File: src/logic/sso_pkg.sv
// sso_pkg: register map, field positions, reset values and timing of the
// servo status output logic.
// assumes a 32-bit APB slave port on a 125 MHz system clock.
package sso_pkg;

  // register byte offsets
  localparam logic [7:0] ROT_LEVEL_OFS  = 8'h00;
  localparam logic [7:0] OUT_SEL1_OFS   = 8'h04;
  localparam logic [7:0] OUT_SEL2_OFS   = 8'h08;
  localparam logic [7:0] CODE_CFG_OFS   = 8'h0C;
  localparam logic [7:0] STATUS_OFS     = 8'h10;

  // rotation detection level, r/min
  localparam int          ROT_LEVEL_W   = 14;
  localparam logic [13:0] ROT_LEVEL_MIN = 14'h0001;
  localparam logic [13:0] ROT_LEVEL_MAX = 14'h2710;   // 10000
  localparam logic [13:0] ROT_LEVEL_RST = 14'h0014;   // 20

  // output selection words, four 4-bit digits each
  localparam logic [15:0] OUT_SEL1_RST  = 16'h3211;
  localparam logic [15:0] OUT_SEL2_RST  = 16'h0000;
  localparam int          RUN_DIGIT     = 2;          // running flag digit
  localparam int          RDY_DIGIT     = 3;          // ready flag digit
  localparam int          WARN_DIGIT    = 3;          // warning flag digit

  // code configuration register fields
  localparam int          WCODE_BIT     = 0;          // warning code select
  localparam int          ABS_BIT       = 1;          // absolute encoder
  localparam logic        WCODE_RST     = 1'b0;
  localparam logic        ABS_RST       = 1'b0;

  // status register fields
  localparam int          ST_RUN_BIT    = 0;
  localparam int          ST_RDY_BIT    = 1;
  localparam int          ST_WARN_BIT   = 2;
  localparam int          ST_CIRC_LSB   = 3;          // three circuit states

  // three-bit warning codes, bit0 = code line one
  localparam logic [2:0]  CODE_OVERLOAD = 3'h1;
  localparam logic [2:0]  CODE_REGEN    = 3'h2;
  localparam logic [2:0]  CODE_NONE     = 3'h0;

  // control cycle timing
  localparam int          CLK_PERIOD_PS = 8000;
  localparam int          CTRL_CYCLE_NS = 8000;
  localparam int          CTRL_CYCLES   = (CTRL_CYCLE_NS * 1000) / CLK_PERIOD_PS;

endpackage : sso_pkg

File: src/logic/sso_speed_detect.sv
// sso_speed_detect: compares motor speed magnitude with the rotation level.
// assumes a one-cycle control tick from the parent's divider.
`timescale 1ns/10ps
module sso_speed_detect #(
  parameter int SPEED_W = 16,
  parameter int LEVEL_W = 14
) (
  input  wire logic               clk_sys,
  input  wire logic               reset,
  input  wire logic               ctrlTick,
  input  wire logic [SPEED_W-1:0] motorSpeed,
  input  wire logic [LEVEL_W-1:0] rotLevel,
  output logic                    running
);
  import sso_pkg::*;

  logic [SPEED_W-1:0] speedMag;
  logic               aboveLevel;
  logic               running_ff;

  // magnitude of a two's complement speed
  assign speedMag   = motorSpeed[SPEED_W-1] ? SPEED_W'(-motorSpeed)
                                            : motorSpeed;
  assign aboveLevel = speedMag > SPEED_W'(rotLevel);

  // flag refreshed once per control cycle
  always_ff @(posedge clk_sys) begin
    if (reset) begin
      running_ff <= 1'b0;
    end else if (ctrlTick) begin
      running_ff <= aboveLevel;
    end
  end

  assign running = running_ff;

endmodule : sso_speed_detect

File: src/logic/sso_status_out.sv
// sso_status_out: running, ready and warning flags, their allocation to the
// three output circuits, and the three-line code output, behind APB.
// assumes synchronous inputs, one 125 MHz clock, synchronous reset.
`timescale 1ns/10ps

// What this block does
// - running flag on while speed above rotation level, off otherwise
// - rotation level in r/min, 1 to 10000, default 20
// - running also shown in status display and monitor item
// - first output select defaults 3211: running circuit 2, ready 3
// - ready only when no alarm and main power on
// - absolute encoder: ready also needs data request high and data sent
// - ready also needs servo enable received
// - warning flag on during overload or regenerative overload warning
// - second output select defaults 0000, warning routed nowhere
// - warning digit 0 routes nowhere, 1 to 3 pick circuit
// - flags sharing a circuit are ORed
// - code select 0 default: code lines carry alarm codes only
// - code select 1: warning codes, alarm code wins when alarm
// - overload code line one; regenerative overload code line two
module sso_status_out #(
  parameter int SPEED_W     = 16,
  parameter int CTRL_CYCLES = sso_pkg::CTRL_CYCLES
) (
  input  wire logic               clk_sys,
  input  wire logic               reset,
  // apb slave
  input  wire logic               psel,
  input  wire logic               penable,
  input  wire logic               pwrite,
  input  wire logic [7:0]         paddr,
  input  wire logic [31:0]        pwdata,
  output logic                    pready,
  output logic [31:0]             prdata,
  output logic                    pslverr,
  // drive state
  input  wire logic [SPEED_W-1:0] motorSpeed,
  input  wire logic               alarmPresent,
  input  wire logic [2:0]         alarmCode,
  input  wire logic               mainPowerOn,
  input  wire logic               servoEnable,
  input  wire logic               absDataRequest,
  input  wire logic               absDataSent,
  input  wire logic               overloadWarn,
  input  wire logic               regenOverloadWarn,
  // outputs to the host, active low
  output logic [2:0]              outCircuit_n,
  output logic                    codeLineOne_n,
  output logic                    codeLineTwo_n,
  output logic                    codeLineThree_n,
  // status display and monitor item
  output logic                    statusRunning,
  output logic                    runningMonitorItem
);
  import sso_pkg::*;

  localparam int CNT_W = $clog2(CTRL_CYCLES + 1);

  // configuration registers
  logic [ROT_LEVEL_W-1:0] rotLevel_ff;
  logic [15:0]            outSelOne_ff;
  logic [15:0]            outSelTwo_ff;
  logic                   warnCodeSel_ff;
  logic                   absMode_ff;

  // bus state
  logic        pready_ff;
  logic [31:0] prdata_ff;
  logic        pslverr_ff;

  // flags and pins
  logic [CNT_W-1:0] ctrlCnt_ff;
  logic             ctrlTick_ff;
  logic             running;
  logic             ready_ff;
  logic             warning_ff;
  logic [2:0]       outCircuit_n_ff;
  logic [2:0]       codeLine_n_ff;
  logic             statusRunning_ff;
  logic             monitorItem_ff;

  // true when a digit routes its flag to circuit idx (0-based)
  function automatic logic routeHit(input logic [3:0] digit,
                                    input int         idx);
    routeHit = (digit == 4'(idx + 1));
  endfunction : routeHit

  // pick one 4-bit digit from a selection word
  function automatic logic [3:0] digitOf(input logic [15:0] word,
                                         input int          pos);
    digitOf = word[pos*4 +: 4];
  endfunction : digitOf

  // apb decode
  wire setupPhase = psel && !penable;
  wire writeDone  = psel && penable && pready_ff && pwrite;
  wire hitLevel   = (paddr == ROT_LEVEL_OFS);
  wire hitSelOne  = (paddr == OUT_SEL1_OFS);
  wire hitSelTwo  = (paddr == OUT_SEL2_OFS);
  wire hitCodeCfg = (paddr == CODE_CFG_OFS);
  wire hitStatus  = (paddr == STATUS_OFS);
  wire addrValid  = hitLevel || hitSelOne || hitSelTwo || hitCodeCfg
                    || hitStatus;
  wire [ROT_LEVEL_W-1:0] wrLevel = pwdata[ROT_LEVEL_W-1:0];
  wire levelInRange = (pwdata[31:ROT_LEVEL_W] == '0)
                      && (wrLevel >= ROT_LEVEL_MIN)
                      && (wrLevel <= ROT_LEVEL_MAX);
  // out-of-range level or status write is answered with an error
  wire badWrite   = pwrite && ((hitLevel && !levelInRange) || hitStatus);
  wire errNow     = !addrValid || badWrite;

  // read multiplexer
  wire [31:0] statusWord = {26'h0000000, ~outCircuit_n_ff, warning_ff,
                            ready_ff, running};
  wire [31:0] rdMux =
      hitLevel   ? {18'h00000, rotLevel_ff} :
      hitSelOne  ? {16'h0000, outSelOne_ff} :
      hitSelTwo  ? {16'h0000, outSelTwo_ff} :
      hitCodeCfg ? {30'h00000000, absMode_ff, warnCodeSel_ff} :
      hitStatus  ? statusWord : 32'h00000000;

  // answer prepared in setup, given in the single access cycle
  always_ff @(posedge clk_sys) begin
    if (reset) begin
      pready_ff  <= 1'b0;
      prdata_ff  <= 32'h00000000;
      pslverr_ff <= 1'b0;
    end else begin
      pready_ff  <= setupPhase;
      prdata_ff  <= (setupPhase && !pwrite) ? rdMux : 32'h00000000;
      pslverr_ff <= setupPhase && errNow;
    end
  end

  // configuration writes, committed at the completing edge
  always_ff @(posedge clk_sys) begin
    if (reset) begin
      rotLevel_ff    <= ROT_LEVEL_RST;
      outSelOne_ff   <= OUT_SEL1_RST;
      outSelTwo_ff   <= OUT_SEL2_RST;
      warnCodeSel_ff <= WCODE_RST;
      absMode_ff     <= ABS_RST;
    end else if (writeDone && !pslverr_ff) begin
      if (hitLevel)   rotLevel_ff  <= wrLevel;
      if (hitSelOne)  outSelOne_ff <= pwdata[15:0];
      if (hitSelTwo)  outSelTwo_ff <= pwdata[15:0];
      if (hitCodeCfg) begin
        warnCodeSel_ff <= pwdata[WCODE_BIT];
        absMode_ff     <= pwdata[ABS_BIT];
      end
    end
  end

  // control cycle divider, one-cycle tick
  always_ff @(posedge clk_sys) begin
    if (reset) begin
      ctrlCnt_ff  <= '0;
      ctrlTick_ff <= 1'b0;
    end else begin
      ctrlTick_ff <= (ctrlCnt_ff == CNT_W'(CTRL_CYCLES - 1));
      ctrlCnt_ff  <= (ctrlCnt_ff == CNT_W'(CTRL_CYCLES - 1))
                     ? '0 : ctrlCnt_ff + 1'b1;
    end
  end

  // speed magnitude against rotation level
  sso_speed_detect #(
    .SPEED_W (SPEED_W),
    .LEVEL_W (ROT_LEVEL_W)
  ) u_speed_detect (
    .clk_sys    (clk_sys),
    .reset      (reset),
    .ctrlTick   (ctrlTick_ff),
    .motorSpeed (motorSpeed),
    .rotLevel   (rotLevel_ff),
    .running    (running)
  );

  // ready and warning conditions
  wire absOk   = !absMode_ff || (absDataRequest && absDataSent);
  wire readyOk = !alarmPresent && mainPowerOn
                 && servoEnable && absOk;
  wire warnOk  = overloadWarn || regenOverloadWarn;

  // circuit allocation, ORed per circuit
  wire [3:0] runDigit  = digitOf(outSelOne_ff, RUN_DIGIT);
  wire [3:0] rdyDigit  = digitOf(outSelOne_ff, RDY_DIGIT);
  wire [3:0] warnDigit = digitOf(outSelTwo_ff, WARN_DIGIT);
  logic [2:0] circuitOn;
  always_comb begin
    for (int i = 0; i < 3; i++) begin
      circuitOn[i] = (running    && routeHit(runDigit, i))
                   || (ready_ff   && routeHit(rdyDigit, i))
                   || (warning_ff && routeHit(warnDigit, i));
    end
  end

  // code line selection, alarm has priority over warnings
  wire [2:0] warnCode = overloadWarn      ? CODE_OVERLOAD :
                        regenOverloadWarn ? CODE_REGEN : CODE_NONE;
  wire [2:0] nxt_code = alarmPresent   ? alarmCode :
                        warnCodeSel_ff ? warnCode : CODE_NONE;

  // registered flags and pins
  always_ff @(posedge clk_sys) begin
    if (reset) begin
      ready_ff         <= 1'b0;
      warning_ff       <= 1'b0;
      outCircuit_n_ff  <= 3'h7;       // pins idle high
      codeLine_n_ff    <= 3'h7;
      statusRunning_ff <= 1'b0;
      monitorItem_ff   <= 1'b0;
    end else begin
      ready_ff         <= readyOk;
      warning_ff       <= warnOk;
      outCircuit_n_ff  <= ~circuitOn;
      codeLine_n_ff    <= ~nxt_code;
      statusRunning_ff <= running;
      monitorItem_ff   <= running;
    end
  end

  // port drive, pins are active low
  assign pready             = pready_ff;
  assign prdata             = prdata_ff;
  assign pslverr            = pslverr_ff;
  assign outCircuit_n       = outCircuit_n_ff;
  assign codeLineOne_n      = codeLine_n_ff[0];
  assign codeLineTwo_n      = codeLine_n_ff[1];
  assign codeLineThree_n    = codeLine_n_ff[2];
  assign statusRunning      = statusRunning_ff;
  assign runningMonitorItem = monitorItem_ff;

endmodule : sso_status_out

File: config.mk
export PLATFORM = sky130hd
export DESIGN_NAME = sso_status_out
export DESIGN_NICKNAME = d
export VERILOG_FILES = /design/src/logic/sso_pkg.sv /design/src/logic/sso_speed_detect.sv /design/src/logic/sso_status_out.sv
export SDC_FILE = /design/constraint.sdc
export NUM_CORES = 1
export LEC_CHECK = 0
export ABC_AREA = 1
export BUFFER_PORTS_ARGS = -buffer_cell sky130_fd_sc_hd__buf_2
export CAP_MARGIN = 20
export CORE_MARGIN = 2
export CORE_UTILIZATION = 40
export CTS_CLUSTER_DIAMETER = 150
export CTS_CLUSTER_SIZE = 10
export DETAILED_ROUTE_END_ITERATION = 10
export GPL_ROUTABILITY_DRIVEN = 0
export PLACE_DENSITY_LB_ADDON = 0.05
export SLEW_MARGIN = 20
export SYNTH_ARGS = -nofsm -noshare
export SYNTH_HDL_FRONTEND = slang
export SYNTH_SLANG_ARGS = --single-unit
File: constraint.sdc
create_clock -name clk_sys -period 2.14 [get_ports clk_sys]
set_clock_uncertainty 0.15 [all_clocks]
set_input_delay 0.107 -clock clk_sys [delete_from_list [all_inputs] [get_ports clk_sys]]
set_output_delay 0.107 -clock clk_sys [all_outputs]
set_load 0.02 [all_outputs]
==> impl_metrics.yaml <==
detailed_routing:
  antenna_left: 0
  first_pass_iters: 6
  routed_wire_length_per_instance_um: 13.63
  num_vias: 4241
  drt_first_iter_violations: 257
  postRouteWirelength_mm: 12.06
  drc_errors: 0
  post_drt_via_cell_ratio: 4.792
clocking:
  cts.reportedPaths.clkPinSlew_ps: 60
  h-tree-depth: 3
  cts_tree: "done"
  cts-root-buf: "sky130_fd_sc_hd__clkbuf_16"
  clk_latency_ps: 350
  tritoncts_num_sinks: 87
  clk_path_buf_depth: 2
  cts_made_buffers: 9
  postCtsSetupBuffers: 0
power:
  seq_power_share: 0.451
  cellLeakagePower_uw: 0.002663
  share_clk_of_total_power: 0.443
  swShare: 0.2474
  intPower_uw: 2728
  total_power_divided_by_cell_area_mw_per_mm2: 641.7
  power_frac_comb: 0.106
  net-switching-power_uw: 896.9
  vdd.ir_drop.worst_mv: 0.4071
placement:
  dp_hpwl_mm: 8.839
  pre_cts_ws_ps: -133.4
  numPortBuffers: 96
  placed_cell_area_mm2: 0.005036
sta:
  fin_crit_ps: 1946
  grt_setup_unrepaired: "no"
  total_of_endpoints_with_negative_setup_slack_in_the_final_report: 0
  hold_viol: 0
  fmaxAchievable_mhz: 513.8
  fin_crit_sh: 0.9095
  fin_ws_ps: 193.6
  finalMaxSlewViolations: 0
worst_hold_path:
  hold_class: "in -> reg"
  holdPathStages: 4
  worst_hold_startpoint: "psel"
  min_to: "pslverr"
die:
  initial_core_util: 0.4120
  row_count: 38
  core_region_area_mm2: 0.01094
  die-height_um: 110.1
  die-area_mm2: 0.01213
  floorplan.die.width_um: 110.1
  io_pins: 113
finish:
  antenna_cells: 0
  multiInputGateArea_mm2: 0.002286
  fillCellCount: 1114
  area_growth_syn_to_layout_pct: 25.38
  layout_cells_sized_above_1: 0.1960
  design.final.nets: 827
  layout.cell_area.non_filler_mm2: 0.005649
  sequential_cell_area_mm2: 0.001742
synth:
  fraction_of_the_yosys_area_taken_by_sequential_cells: 0.3866
  synthDistinctLibCells: 38
  postSynthRegisterBits: 87
  dominantRegCellSynth: "sky130_fd_sc_hd__dfxtp_1"
  postSynth.asyncResetShare: 0
  netlist_instances: 614
  number_of_flops_mapped_to_enable_cells_by_yosys: 0
  ys_warn_count: 0
  avgSynthCellArea_um2: 7.338
  syn-cell-area_mm2: 0.004506
setup_path:
  cp_data_arrival_time_ps: 2030
  critical_path.cell_chain: "dlygate4sd3_1 > buf_2 > nor2_1 > dlygate4sd3_1 > nor2_1 > dlygate4sd3_1"
  path_delay_family: "buffers and inverters"
  timing.critical_path.to_type: "flop"
  timing.reg2reg.worst_path_depth: 7
  crit_top_cell: "sky130_fd_sc_hd__dlygate4sd3_1"
  critical_path_required_ps: 2220
  max_stage_delay_ps: 560
  worstSetupStartpointType: "input port"
  reg2reg_from: "pready"
  crit_type: "in -> reg"
  r2r_end: "outSelTwo_ff[12]"
  reg_to_reg_setup_timing_slack_ps: 480
  cp_num_buf_inv: 4
  critPathSlowestCell: "sky130_fd_sc_hd__dlygate4sd3_1"
  path_max_fanout: 2
grt:
  grt_overflow_total: 0
  grt_pass1_vias: 4072
  grt_max_degree: 52
  antenna_found_initial: 0
  grt_pass1_wl_mm: 19.62
  global_route.usage.total: 0.2133
job:
  drv.max_cap_violation_count: 0
status:
  run_status: "finished, final reports clean"
[logic make-up after synthesis]
family / after synthesis / synth area share
flops: 87 / 0.3866
fa+ha+maj: 16 / 0.04443
compound gates: 129 / 0.1597
other cells: 1 / 0.0008323
simple gates: 254 / 0.2602
xor+xnor: 15 / 0.02916
buf+inv: 112 / 0.1191
[tightest hold or removal path: cells and delay by family]
| kind | cells | cell delay (ps) |
|---|---|---|
| AOI/OAI and AO/OA | 1 | 110 |
| buffers and inverters | 1 | 120 |
| and+or+nand+nor | 2 | 130 |
[final cells by class]
type | count | share of cell area
inverter | 79 | 0.05271
clock buffer | 11 | 0.04297
multi-input combinational | 430 | 0.4047
clock inverter | 5 | 0.01019
tap | 140 | 0.03101
sequential | 87 | 0.3083
timing repair buffer | 133 | 0.1502
[cell usage after synthesis (5+ instances only)]
library cell / count / area (um2)
sky130_fd_sc_hd__nand2_1: 123 / 461.7
sky130_fd_sc_hd__dfxtp_1: 87 / 1742
sky130_fd_sc_hd__inv_1: 74 / 277.8
sky130_fd_sc_hd__nor2_1: 66 / 247.7
sky130_fd_sc_hd__a21oi_1: 46 / 230.2
sky130_fd_sc_hd__o21ai_0: 44 / 220.2
sky130_fd_sc_hd__nand3_1: 21 / 105.1
sky130_fd_sc_hd__buf_4: 20 / 150.1
sky130_fd_sc_hd__ha_1: 16 / 200.2
sky130_fd_sc_hd__nand4_1: 15 / 93.84
sky130_fd_sc_hd__xor2_1: 13 / 113.9
sky130_fd_sc_hd__o211ai_1: 10 / 75.07
sky130_fd_sc_hd__nor3_1: 9 / 45.04
sky130_fd_sc_hd__o21ai_1: 9 / 45.04
sky130_fd_sc_hd__a31oi_1: 6 / 37.54
sky130_fd_sc_hd__clkbuf_1: 6 / 22.52
sky130_fd_sc_hd__a21oi_2: 5 / 43.79
sky130_fd_sc_hd__buf_6: 5 / 56.30
[state kept, by name, summed over array words and instances, names as in the netlist]
register and count:
outCircuit_n 3, ready_ff 1, pslverr 1, runningMonitorItem 1, outSelTwo_ff 16, pready 1
ctrlCnt_ff 10, warning_ff 1, prdata 16, warnCodeSel_ff 1, rotLevel_ff 14, codeLine_n_ff 3
outSelOne_ff 16, ctrlTick_ff 1, u_speed_detect.running 1, absMode_ff 1
[placed cells by master, fill, tap and decap left out, types with 3 or more instances in the layout]
cell and instances:
sky130_fd_sc_hd__a21oi_1 46, sky130_fd_sc_hd__a21oi_2 5, sky130_fd_sc_hd__a31oi_1 6, sky130_fd_sc_hd__buf_2 96, sky130_fd_sc_hd__buf_4 5, sky130_fd_sc_hd__clkbuf_16 9, sky130_fd_sc_hd__clkinv_2 3, sky130_fd_sc_hd__conb_1 16
sky130_fd_sc_hd__dfxtp_1 87, sky130_fd_sc_hd__dlygate4sd3_1 31, sky130_fd_sc_hd__ha_1 16, sky130_fd_sc_hd__inv_1 74, sky130_fd_sc_hd__inv_2 4, sky130_fd_sc_hd__nand2_1 123, sky130_fd_sc_hd__nand2_2 3, sky130_fd_sc_hd__nand3_1 21
sky130_fd_sc_hd__nand4_1 15, sky130_fd_sc_hd__nor2_1 65, sky130_fd_sc_hd__nor2_2 4, sky130_fd_sc_hd__nor2_4 3, sky130_fd_sc_hd__nor2_8 3, sky130_fd_sc_hd__nor3_1 9, sky130_fd_sc_hd__o211ai_1 10, sky130_fd_sc_hd__o21ai_0 44
sky130_fd_sc_hd__o21ai_1 9, sky130_fd_sc_hd__xor2_1 13
[power groups by stage]
| stage | clock [uW] | combinational, uW | sequential (uW) |
|---|---|---|---|
| after floorplan | 0 | 223 | 1680 |
| after global placement | 0 | 339 | 1670 |
| after detailed placement | 0 | 344 | 1670 |
| after CTS | 1630 | 387 | 1640 |
| after global routing | 1700 | 438 | 1640 |
| final | 1600 | 384 | 1640 |
[what timing repair did]
action,CTS,global route
hold buffers,31,0
endpoints found under the hold margin,55,0
resized for setup,0,1
endpoints found under the setup margin,0,1
[stage by stage]
step	hold slack [ps]	TNS, ps	power (uW)	utilization	std cells
after CTS	29.24	0	3649	0.5164	885
after detailed placement	132.0	-133.4	2016	0.4605	838
final	30.16	0	3625	0.5166	885
after global routing	65.66	0	3778	0.5166	885
after floorplan	25.83	0	1900	-	629
after global placement	128.7	-64.97	2011	0.4605	838
[how the worst max path moves through the flow]
| stage | start | end | slack [ps] | depth (start not counted) |
|---|---|---|---|---|
| floorplan | motorSpeed[0] | u_speed_detect.running | 180 | 18 |
| global placement | motorSpeed[0] | u_speed_detect.running | -60 | 19 |
| detailed placement | motorSpeed[0] | u_speed_detect.running | -130 | 19 |
| CTS | motorSpeed[0] | u_speed_detect.running | 220 | 19 |
| global route | motorSpeed[0] | u_speed_detect.running | 0.3 | 19 |
| finish | regenOverloadWarn | warning_ff | 190 | 6 |
[routing by layer]
metal,GRT usage,vias up,wire length (um)
met3,0.04468,19,522
met2,0.3514,89,5750
li1,-,2226,-
met1,0.2686,1907,5522
met5,0,-,0
met4,0.09375,0,265
Power figures use the tool's default switching activity.
